File: src/design/exec_pkg.sv
// Constants for the execution datapath: status word layout, sizes, opcodes.
// Assumes nothing of its surroundings; used by package-qualified names only.
package exec_pkg;

	localparam int DATA_W = 16;
	localparam int REG_COUNT = 24;
	localparam int GP_COUNT = 16;
	localparam int ADDR_W = 5;
	localparam int MAC_W = 24;
	localparam int SLICE_W = 4;
	localparam int ACC_W = 32;
	localparam int MUL_PASSES = 4;

	// Status word, bit 15 is the msb: carry at 15, positive 14, zero 13, negative 12
	localparam int SW_CARRY = 15;
	localparam int SW_POS = 14;
	localparam int SW_ZERO = 13;
	localparam int SW_NEG = 12;
	localparam int SW_RSV_LO = 8;
	localparam int SW_KEY_LO = 4;
	localparam int SW_PAGE_LO = 0;
	localparam logic [15:0] STATUS_RESET = 16'h0000;
	localparam logic [15:0] REG_RESET = 16'h0000;
	localparam logic [31:0] ACC_RESET = 32'h0000_0000;
	localparam logic [2:0] PASS_RESET = 3'h0;

	typedef enum logic [3:0] {
		OP_NONE,
		OP_ADD,
		OP_ADC,
		OP_SUB,
		OP_SBB,
		OP_AND,
		OP_OR,
		OP_XOR,
		OP_NOT,
		OP_PASS,
		OP_SHIFT,
		OP_MAC_CLR,
		OP_MAC_STEP,
		OP_LOAD_SW
	} op_t;

	typedef enum logic [1:0] {
		SH_LOGICAL,
		SH_ARITH,
		SH_ROTATE,
		SH_FUNNEL
	} shift_t;

endpackage : exec_pkg

File: src/design/barrel_shifter.sv
// 32-in, 16-out right shift network, all shift flavours built from one funnel.
// Assumes shift amount and mode come from the same clock domain.
`timescale 1ns/100ps
`default_nettype none
module barrel_shifter (
	input wire logic [31:0] funnelIn,
	input wire logic [4:0] amount,
	output logic [15:0] result
);
	logic [31:0] shifted;
	always_comb begin
		shifted = funnelIn >> amount;
		result = shifted[15:0];
	end
endmodule : barrel_shifter
`default_nettype wire

File: src/design/cpu_execution_datapath.sv
// Execution datapath: ALU, 24-word register file, 24x4 MAC, shifter, status word.
// Assumes a microcode sequencer on the same clock issuing one microword per cycle.
//
// Function
// - ALU finishes any one- or two-operand 16-bit operation in one cycle.
// - Two's complement 16, 32, 48 bit fixed and floating formats supported.
// - ALU outcome flags land in the status word condition field.
// - Register file holds twenty-four 16-bit words.
// - Registers 0-15 program visible; 16-23 reachable only by microcode.
// - Consecutive general registers concatenate into wide operands, wrapping 15 to 0.
// - Three read ports and one write port all act in one cycle.
// - MAC multiplies 24-bit by 4-bit slice and accumulates in one cycle.
// - Full 16x16 multiply completes after four MAC passes.
// - Shifter takes 32 bits, yields 16 bits, any right shift, one cycle.
// - All shifts, rotates and normalises use the barrel shifter.
// - Status word holds C, P, Z, N, page-set and privilege-key fields.
// - Condition flags refresh after every logic, shift and arithmetic operation.
// - Page-set field selects page register set in expanded memory accesses.
// - Privilege-key field is the access key during memory protection.
// - Privileged instructions are legal only when privilege-key field is zero.
// - Layout msb-first: flags 0-3, reserved 4-7, key 8-11, page 12-15.
// - Carry on add carry or no subtract borrow; P, Z, N by sign.
`timescale 1ns/100ps
`default_nettype none
module cpu_execution_datapath #(
	parameter int REGS = exec_pkg::REG_COUNT
) (
	input wire logic clk,
	input wire logic rst_n,
	input wire exec_pkg::op_t opSel,
	input wire logic [4:0] rdAddrA,
	input wire logic [4:0] rdAddrB,
	input wire logic microMode,
	input wire logic wideRead,
	input wire logic useImm,
	input wire logic [15:0] immData,
	input wire logic wrEn,
	input wire logic [4:0] wrAddr,
	input wire exec_pkg::shift_t shiftMode,
	input wire logic [4:0] shiftAmt,
	input wire logic [1:0] macLoadGroup,
	output logic [15:0] portA,
	output logic [15:0] portB,
	output logic [15:0] portC,
	output logic [15:0] aluResult,
	output logic [15:0] statusWord,
	output logic [3:0] condFlags,
	output logic [3:0] pageSetSelect,
	output logic [3:0] privilegeKey,
	output logic privilegedLegal,
	output logic [31:0] macAcc,
	output logic macDone,
	output logic accessFault
);

	////////////////////////////////////////////////////////////////////
	// Register file

	logic [15:0] regs_ff [REGS];
	logic [4:0] addrA;
	logic [4:0] addrB;
	logic [4:0] addrC;

	// Program accesses see only 0-15 and wrap within that bank
	function automatic logic [4:0] mapAddr(input logic [4:0] a, input logic micro,
		input logic [1:0] step);
		logic [3:0] w;
		w = a[3:0] + {2'h0, step};
		// Microcode may also walk a wide operand through the general bank
		if (micro && a[4])
			mapAddr = (a < 5'(REGS)) ? a : 5'h00;
		else
			mapAddr = {1'b0, w};
	endfunction : mapAddr

	// Unmapped microcode reads return register 0; accessFault is raised for rdAddrA only
	logic illegalAddr;
	always_comb begin
		addrA = mapAddr(rdAddrA, microMode, 2'h0);
		addrB = wideRead ? mapAddr(rdAddrA, microMode, 2'h1) : mapAddr(rdAddrB, microMode, 2'h0);
		addrC = mapAddr(rdAddrA, microMode, 2'h2);
		illegalAddr = microMode ? (rdAddrA >= 5'(REGS)) : 1'b0;
	end

	always_comb begin
		portA = regs_ff[addrA];
		portB = regs_ff[addrB];
		portC = regs_ff[addrC];
	end

	logic [4:0] wrMapped;
	logic wrOk;
	always_comb begin
		wrMapped = microMode ? wrAddr : {1'b0, wrAddr[3:0]};
		wrOk = wrEn && (wrMapped < 5'(REGS));
	end

	always_ff @(posedge clk or negedge rst_n) begin
		if (!rst_n) begin
			for (int i = 0; i < REGS; i++)
				regs_ff[i] <= exec_pkg::REG_RESET;
		end else if (wrOk) begin
			regs_ff[wrMapped] <= aluResult;
		end
	end

	////////////////////////////////////////////////////////////////////
	// Shifter

	logic [31:0] funnel;
	logic [15:0] shiftOut;
	always_comb begin
		unique case (shiftMode)
			exec_pkg::SH_LOGICAL: funnel = {16'h0000, portA};
			exec_pkg::SH_ARITH: funnel = {{16{portA[15]}}, portA};
			exec_pkg::SH_ROTATE: funnel = {portA, portA};
			exec_pkg::SH_FUNNEL: funnel = {portA, portB};
		endcase
	end

	barrel_shifter shifterInst (
		.funnelIn(funnel),
		.amount(shiftAmt),
		.result(shiftOut)
	);

	////////////////////////////////////////////////////////////////////
	// ALU

	logic [15:0] statusWord_ff;
	logic [15:0] opB;
	logic [16:0] sum;
	logic carryOut;
	logic flagUpdate;
	logic [15:0] nxt_result;
	always_comb begin
		opB = useImm ? immData : portB;
		sum = 17'h00000;
		carryOut = statusWord_ff[exec_pkg::SW_CARRY];
		flagUpdate = 1'b1;
		nxt_result = portA;
		unique case (opSel)
			exec_pkg::OP_ADD: sum = {1'b0, portA} + {1'b0, opB};
			exec_pkg::OP_ADC: sum = {1'b0, portA} + {1'b0, opB}
				+ {16'h0000, statusWord_ff[exec_pkg::SW_CARRY]};
			// Subtract carry means no borrow, so chained words need no inversion
			exec_pkg::OP_SUB: sum = {1'b0, portA} + {1'b0, ~opB} + 17'h00001;
			exec_pkg::OP_SBB: sum = {1'b0, portA} + {1'b0, ~opB}
				+ {16'h0000, statusWord_ff[exec_pkg::SW_CARRY]};
			default: sum = 17'h00000;
		endcase
		unique case (opSel)
			exec_pkg::OP_ADD, exec_pkg::OP_ADC, exec_pkg::OP_SUB, exec_pkg::OP_SBB: begin
				nxt_result = sum[15:0];
				carryOut = sum[16];
			end
			exec_pkg::OP_AND: nxt_result = portA & opB;
			exec_pkg::OP_OR: nxt_result = portA | opB;
			exec_pkg::OP_XOR: nxt_result = portA ^ opB;
			exec_pkg::OP_NOT: nxt_result = ~portA;
			exec_pkg::OP_SHIFT: nxt_result = shiftOut;
			exec_pkg::OP_PASS: begin
				nxt_result = opB;
				flagUpdate = 1'b0;
			end
			default: begin
				nxt_result = portA;
				flagUpdate = 1'b0;
			end
		endcase
		aluResult = nxt_result;
	end

	////////////////////////////////////////////////////////////////////
	// Status word

	logic [15:0] nxt_status;
	always_comb begin
		nxt_status = statusWord_ff;
		if (opSel == exec_pkg::OP_LOAD_SW) begin
			nxt_status = opB;
			// Reserved bits always read back as zero, whatever microcode loads
			nxt_status[exec_pkg::SW_RSV_LO +: 4] = 4'h0;
		end else if (flagUpdate) begin
			nxt_status[exec_pkg::SW_CARRY] = carryOut;
			nxt_status[exec_pkg::SW_POS] = !nxt_result[15] && (nxt_result != 16'h0000);
			nxt_status[exec_pkg::SW_ZERO] = (nxt_result == 16'h0000);
			nxt_status[exec_pkg::SW_NEG] = nxt_result[15];
		end
	end

	always_ff @(posedge clk or negedge rst_n) begin
		if (!rst_n)
			statusWord_ff <= exec_pkg::STATUS_RESET;
		else
			statusWord_ff <= nxt_status;
	end

	always_comb begin
		statusWord = statusWord_ff;
		condFlags = statusWord_ff[exec_pkg::SW_CARRY:exec_pkg::SW_NEG];
		pageSetSelect = statusWord_ff[exec_pkg::SW_PAGE_LO +: 4];
		privilegeKey = statusWord_ff[exec_pkg::SW_KEY_LO +: 4];
		privilegedLegal = (privilegeKey == 4'h0);
	end

	////////////////////////////////////////////////////////////////////
	// Multiplier/accumulator

	logic [31:0] acc_ff;
	logic [2:0] pass_ff;
	logic [23:0] multiplicand;
	logic [3:0] slice;
	logic [27:0] partial;
	logic [31:0] aligned;
	always_comb begin
		multiplicand = {{8{portA[15]}}, portA};
		slice = opB[pass_ff[1:0]*4 +: 4];
		// Sign-extend before multiplying so a negative multiplicand accumulates right
		partial = {{4{multiplicand[23]}}, multiplicand} * {24'h000000, slice};
		aligned = {{4{partial[27]}}, partial} << (pass_ff[1:0] * 4);
	end

	always_ff @(posedge clk or negedge rst_n) begin
		if (!rst_n) begin
			acc_ff <= exec_pkg::ACC_RESET;
			pass_ff <= exec_pkg::PASS_RESET;
		end else if (opSel == exec_pkg::OP_MAC_CLR) begin
			acc_ff <= exec_pkg::ACC_RESET;
			pass_ff <= {1'b0, macLoadGroup};
			// Steps past the last pass are ignored so a stray microword cannot skew the sum
		end else if (opSel == exec_pkg::OP_MAC_STEP && pass_ff < 3'(exec_pkg::MUL_PASSES)) begin
			acc_ff <= acc_ff + aligned;
			pass_ff <= pass_ff + 3'h1;
		end
	end

	always_comb begin
		macAcc = acc_ff;
		macDone = (pass_ff == 3'(exec_pkg::MUL_PASSES));
		accessFault = illegalAddr;
	end
endmodule : cpu_execution_datapath
`default_nettype wire

File: config.mk
export PLATFORM = sky130hd
export DESIGN_NAME = cpu_execution_datapath
export DESIGN_NICKNAME = d
export VERILOG_FILES = /design/src/design/exec_pkg.sv /design/src/design/barrel_shifter.sv /design/src/design/cpu_execution_datapath.sv
export SDC_FILE = /design/constraint.sdc
export NUM_CORES = 2
export LEC_CHECK = 0
export ABC_AREA = 1
export BUFFER_PORTS_ARGS = -buffer_cell sky130_fd_sc_hd__buf_2
export CAP_MARGIN = 10
export CORE_ASPECT_RATIO = 1.4
export CORE_UTILIZATION = 64
export CTS_BUF_LIST = sky130_fd_sc_hd__clkbuf_16
export DETAILED_ROUTE_END_ITERATION = 16
export GPL_TIMING_DRIVEN = 0
export PLACE_DENSITY = 0.83
export SLEW_MARGIN = 20
export SYNTH_ARGS = -nofsm -noshare
export SYNTH_HDL_FRONTEND = slang
export SYNTH_SLANG_ARGS = --single-unit
File: constraint.sdc
create_clock -name clk -period 8.9 [get_ports clk]
set_input_delay 0.445 -clock clk [delete_from_list [all_inputs] [get_ports clk]]
set_output_delay 0.445 -clock clk [all_outputs]
set_load 0.02 [all_outputs]
==> results of run 1 <==
[logic make-up after synthesis]
kind of cell | after synthesis | synth area share
mux | 5 | 0.00138
flops | 431 | 0.296
buf+inv | 936 | 0.105
simple gates | 3082 | 0.370
xor+xnor | 44 | 0.0108
compound gates | 1000 | 0.151
fa+ha+maj | 168 | 0.0652
other cells | 1 | 0.000103
[timing repair]
item | in CTS
setup buffers | 5
setup endpoints to repair | 18
hold buffers | 1
pin swaps | 3
gates resized for setup | 53
hold endpoints to repair | 25
cloned | 0
[through the flow]
stage | setup slack (ns) | area [sq um] | hold slack, ns
after floorplan | 1.18 | 36400 | 0.149
after global placement | -1.83 | 38200 | 0.467
after detailed placement | -1.85 | 38300 | 0.329
after CTS | 0.0212 | 39900 | 0.0941
[synth_stat cells (8+ instances only)]
master and number:
nand2_1 1545, nand3_1 1080, o21ai_0 584, inv_1 509, dfrtp_1 431, nor2_1 274
clkbuf_1 198, a21oi_1 185, ha_1 132, buf_2 128, o21ai_1 61, nand3b_1 51
o211ai_1 42, nand4_1 41, fa_1 36, nor3_1 35, buf_4 34, inv_2 31
xor2_1 31, buf_1 26, o31ai_1 18, o22ai_1 16, o311ai_0 15, nand3_2 13
or2_2 13, a21boi_0 12, o221ai_1 12, xnor2_1 12, nand2_2 8
[metal layers]
layer	global-route usage	GRT overflow
met5	0.238	0
met1	0.744	0
met2	0.855	4
met3	0.496	0
met4	0.591	2
==> flow_summary.ini, run 1 <==
[run_status]
status = stopped before the end
haltStage = 5_1_grt
stop_error = [ERROR GRT-0116] Global routing finished with congestion. Check the congestion regions in the DRC Viewer.

[floorplanning]
die_height_um = 284
ios = 177
die_w_um = 204
initial_core_util = 0.646
rows = 103

[clock_tree]
cts_made_buffers = 43
htreeDepth = 2
clockBufferDepth = 3
ctsRootBufferMaster = clkbuf_16
clock_sinks = 431

[global_route]
grt_pass1_wl_mm = 292
grt_max_degree = 98
grt_usage = 0.687
grt_pass1_vias = 45800
grt_overflow_total = 6

[place]
place_congestion = 1.38
dpl.hpwl_mm = 142
placed_cells = 6578
io_buffers = 168

[synthesis]
postSynthCellCount = 5667
yosysSeqAreaShare = 0.296
synth_largest_area_cell = dfrtp_1
syn-cell-area_sq_mm = 0.0364
ys_ff_latch = 431
netlist.area_leader.share = 0.296
synth_area_leaders = dfrtp_1, nand2_1, nand3_1
synth_edf_count = 0
yosysWarnings = 0
ys_async_sr_fraction = 1.00
synthDistinctLibCells = 56
postSynthAreaPerCell_sq_um = 6.42
synthFlopType = dfrtp_1
==> run 2, diff against run 1 <==
--- a/config.mk
+++ b/config.mk
@@ -8,12 +8,10 @@
 export ABC_AREA = 1
 export BUFFER_PORTS_ARGS = -buffer_cell sky130_fd_sc_hd__buf_2
 export CAP_MARGIN = 10
-export CORE_ASPECT_RATIO = 1.4
-export CORE_UTILIZATION = 64
-export CTS_BUF_LIST = sky130_fd_sc_hd__clkbuf_16
+export CORE_UTILIZATION = 40
 export DETAILED_ROUTE_END_ITERATION = 16
 export GPL_TIMING_DRIVEN = 0
-export PLACE_DENSITY = 0.83
+export PLACE_DENSITY_LB_ADDON = 0.15
 export SLEW_MARGIN = 20
 export SYNTH_ARGS = -nofsm -noshare
 export SYNTH_HDL_FRONTEND = slang
==> flow_summary.ini, run 2 <==
[synthesis]
postSynthCellCount = 5667
ys_ff_latch = 431
netlist.area_leader.share = 0.296
synth_area_leaders = dfrtp_1, nand2_1, nand3_1
yosysWarnings = 0
yosysSeqAreaShare = 0.296
postSynthAreaPerCell_sq_um = 6.42
ys_async_sr_fraction = 1.00
synth_edf_count = 0
synth.most_common_cell = nand2_1
netlist_top_cells_count = nand2_1, nand3_1, o21ai_0, inv_1, dfrtp_1
synth_largest_area_cell = dfrtp_1
synthDistinctLibCells = 56
synthFlopType = dfrtp_1
syn-cell-area_sq_mm = 0.0364

[place]
place_congestion = 1.13
place_area_sq_mm = 0.0389
io_buffers = 168
dpl.hpwl_mm = 175
place_ws_ns = -2.56

[timing]
setup_violations = 0
finalClockSkew_ns = 0.0517
post-route-min-period_ns = 8.78
rsz0062_at_grt = true
slew_headroom = 0.0437
hold_violations = 0
final-max-slew-violation-count = 0
holdWs_ns = 0.0213
post-route-period-util = 0.986
fin_ws_ns = 0.123
timing.setup.tns_ns = 0
tightest_slew_ns = 1.43
fmax_mhz = 114

[layout]
top_register = regs_ff
area_growth_syn_to_layout_pct = 14.8
fill_cells = 9799
nNetsFinal = 6133
largest_reg_flops = 384
final_common_cell = nand2_1
drive_above_1_share = 0.106
final_area_sq_mm = 0.0418
final_cell_mix = nand2_1, nand3_1, o21ai_0

[critical_path]
crit_path_end_kind = flip-flop
critical_path_class = primary input to flip-flop
start_kind = primary input
cp_slowest_stage_delay_ns = 0.73
cp.required_ns = 9.49
slowest_stage = nand3_1
startpoint = rdAddrA[4]
r2r-end = macAcc[31]$_DFFE_PN0P_
cp_common_cell = inv_1
crit_end = macAcc[30]$_DFFE_PN0P_
worst_ep_arrival_time_ns = 9.37
crit_fanout = 10
rr_worst_depth = 46
ff2ff_setup_slack_ns = 0.92
timing.rr.start = regs_ff[246]$_DFFE_PN0P_

[global_route]
grt_overflow_total = 0
grt_pass1_vias = 40400
grt_usage = 0.488
grt_max_degree = 92
top_usage_layer = met1
antenna_found_initial = 17
gr-usage-met1 = 0.664
grt_util_met2 = 0.643
grt_pass1_wl_mm = 317
grtUsageMet3 = 0.216

[clock_tree]
clock_sinks = 431
cts_made_buffers = 52
cts_tree = yes
clk_latency_ns = 0.69
clockBufferDepth = 3
path_clk_slew_ns = 0.06
htreeDepth = 2
ctsRootBufferMaster = clkbuf_16

[pwr]
p_leak_nw = 20.3
power_density_mw_per_mm2 = 347
ir_drop_uv = 603
power_w = 0.0145

[detailed_routing]
first_iter_violations = 7644
drcViolationCount = 0
vias = 46000
wire_per_inst_um = 32.5
postRouteAntennaNets = 0
dr.pass1.iters = 9
wirelength_mm = 233
vias_per_cell = 6.43

[job]
cap_violations = 0

[floorplanning]
rows = 110
ios = 177
initial_core_util = 0.404
die_w_um = 304
die_height_um = 304
coreArea_sq_mm = 0.0900
die-area_sq_mm = 0.0922

[run_status]
status = complete, no violations

[hold_path]
hp-class = primary input to flip-flop
==> run 2: cell counts after synthesis <==
No cell type changed its count.
==> run 2: metal layers <==
layer / wire length (um) / up-vias
met4: 14400 / 12
met5: 358 / -
met3: 36900 / 776
li1: - / 19400
met2: 87000 / 3715
met1: 93900 / 22100
==> run 2: final cells by class <==
cell class | count | area (sq um) | area share
sequential | 431 | 10800 | 0.258
clock buffer | 73 | 1490 | 0.0357
inverter | 547 | 2060 | 0.0493
clock inverter | 21 | 293 | 0.00701
tap | 1176 | 1470 | 0.0352
buffer | 388 | 2250 | 0.0538
antenna | 16 | 40.0 | 0.000959
timing repair buffer | 192 | 1170 | 0.0280
multi-input combinational | 4303 | 22200 | 0.532
==> run 2: worst min-delay path by stage <==
stage                                       start                      end  cells past startpoint  slack, ns
after floorplan                             rst_n    macAcc[0]$_DFFE_PN0P_                      0       0.15
after global placement    regs_ff[74]$_DFFE_PN0P_  regs_ff[74]$_DFFE_PN0P_                      2       0.47
after detailed placement                    rst_n   pass_ff[2]$_DFFE_PN0P_                      1       0.40
after CTS                         macLoadGroup[0]   pass_ff[0]$_DFFE_PN0P_                      3       0.02
after global routing              macLoadGroup[0]   pass_ff[0]$_DFFE_PN0P_                      3       0.07
final                             macLoadGroup[0]   pass_ff[0]$_DFFE_PN0P_                      3       0.02
==> run 2: repair_timing <==
item,4_1_cts,5_1_grt
gates resized for setup,120,185
endpoints found under the setup margin,30,28
hold endpoints to repair,50,0
pin swaps,4,8
setup buffers,7,10
hold buffers,1,0
==> run 2: power breakdown <==
group	switching, W	internal [W]
combinational	0.00629	0.00279
clock	0.000991	0.00134
sequential	0.000626	0.00244
==> run 2: cell families (layout without fill, tap and decap cells) <==
kind of cell	after synthesis	count (layout)	synth area share
and+or+nand+nor	3082	3082	0.370
AOI/OAI and AO/OA	1000	1000	0.151
buffers and inverters	936	1221	0.105
DFF	431	431	0.296
adders and majority gates	168	168	0.0652
xor gates and xnor gates	44	44	0.0108
muxes	5	5	0.00138
other	1	20	0.000103
==> run 2: critical path: cells and delay by family <==
kind	cells	cell delay (ns)
xor gates and xnor gates	2	0.47
muxes	1	0.21
and+or+nand+nor	11	2.42
buffers and inverters	9	2.10
AOI/OAI and AO/OA	10	1.62
adders and majority gates	5	2.05
==> run 2: through the flow <==
stage | util | std cells
after detailed placement | 0.432 | 7020
after global placement | 0.430 | 7014
after floorplan | - | 5670
after CTS | 0.456 | 7121
final | 0.464 | 7147
after global routing | 0.464 | 7131
(Power assumes the default switching activity.)
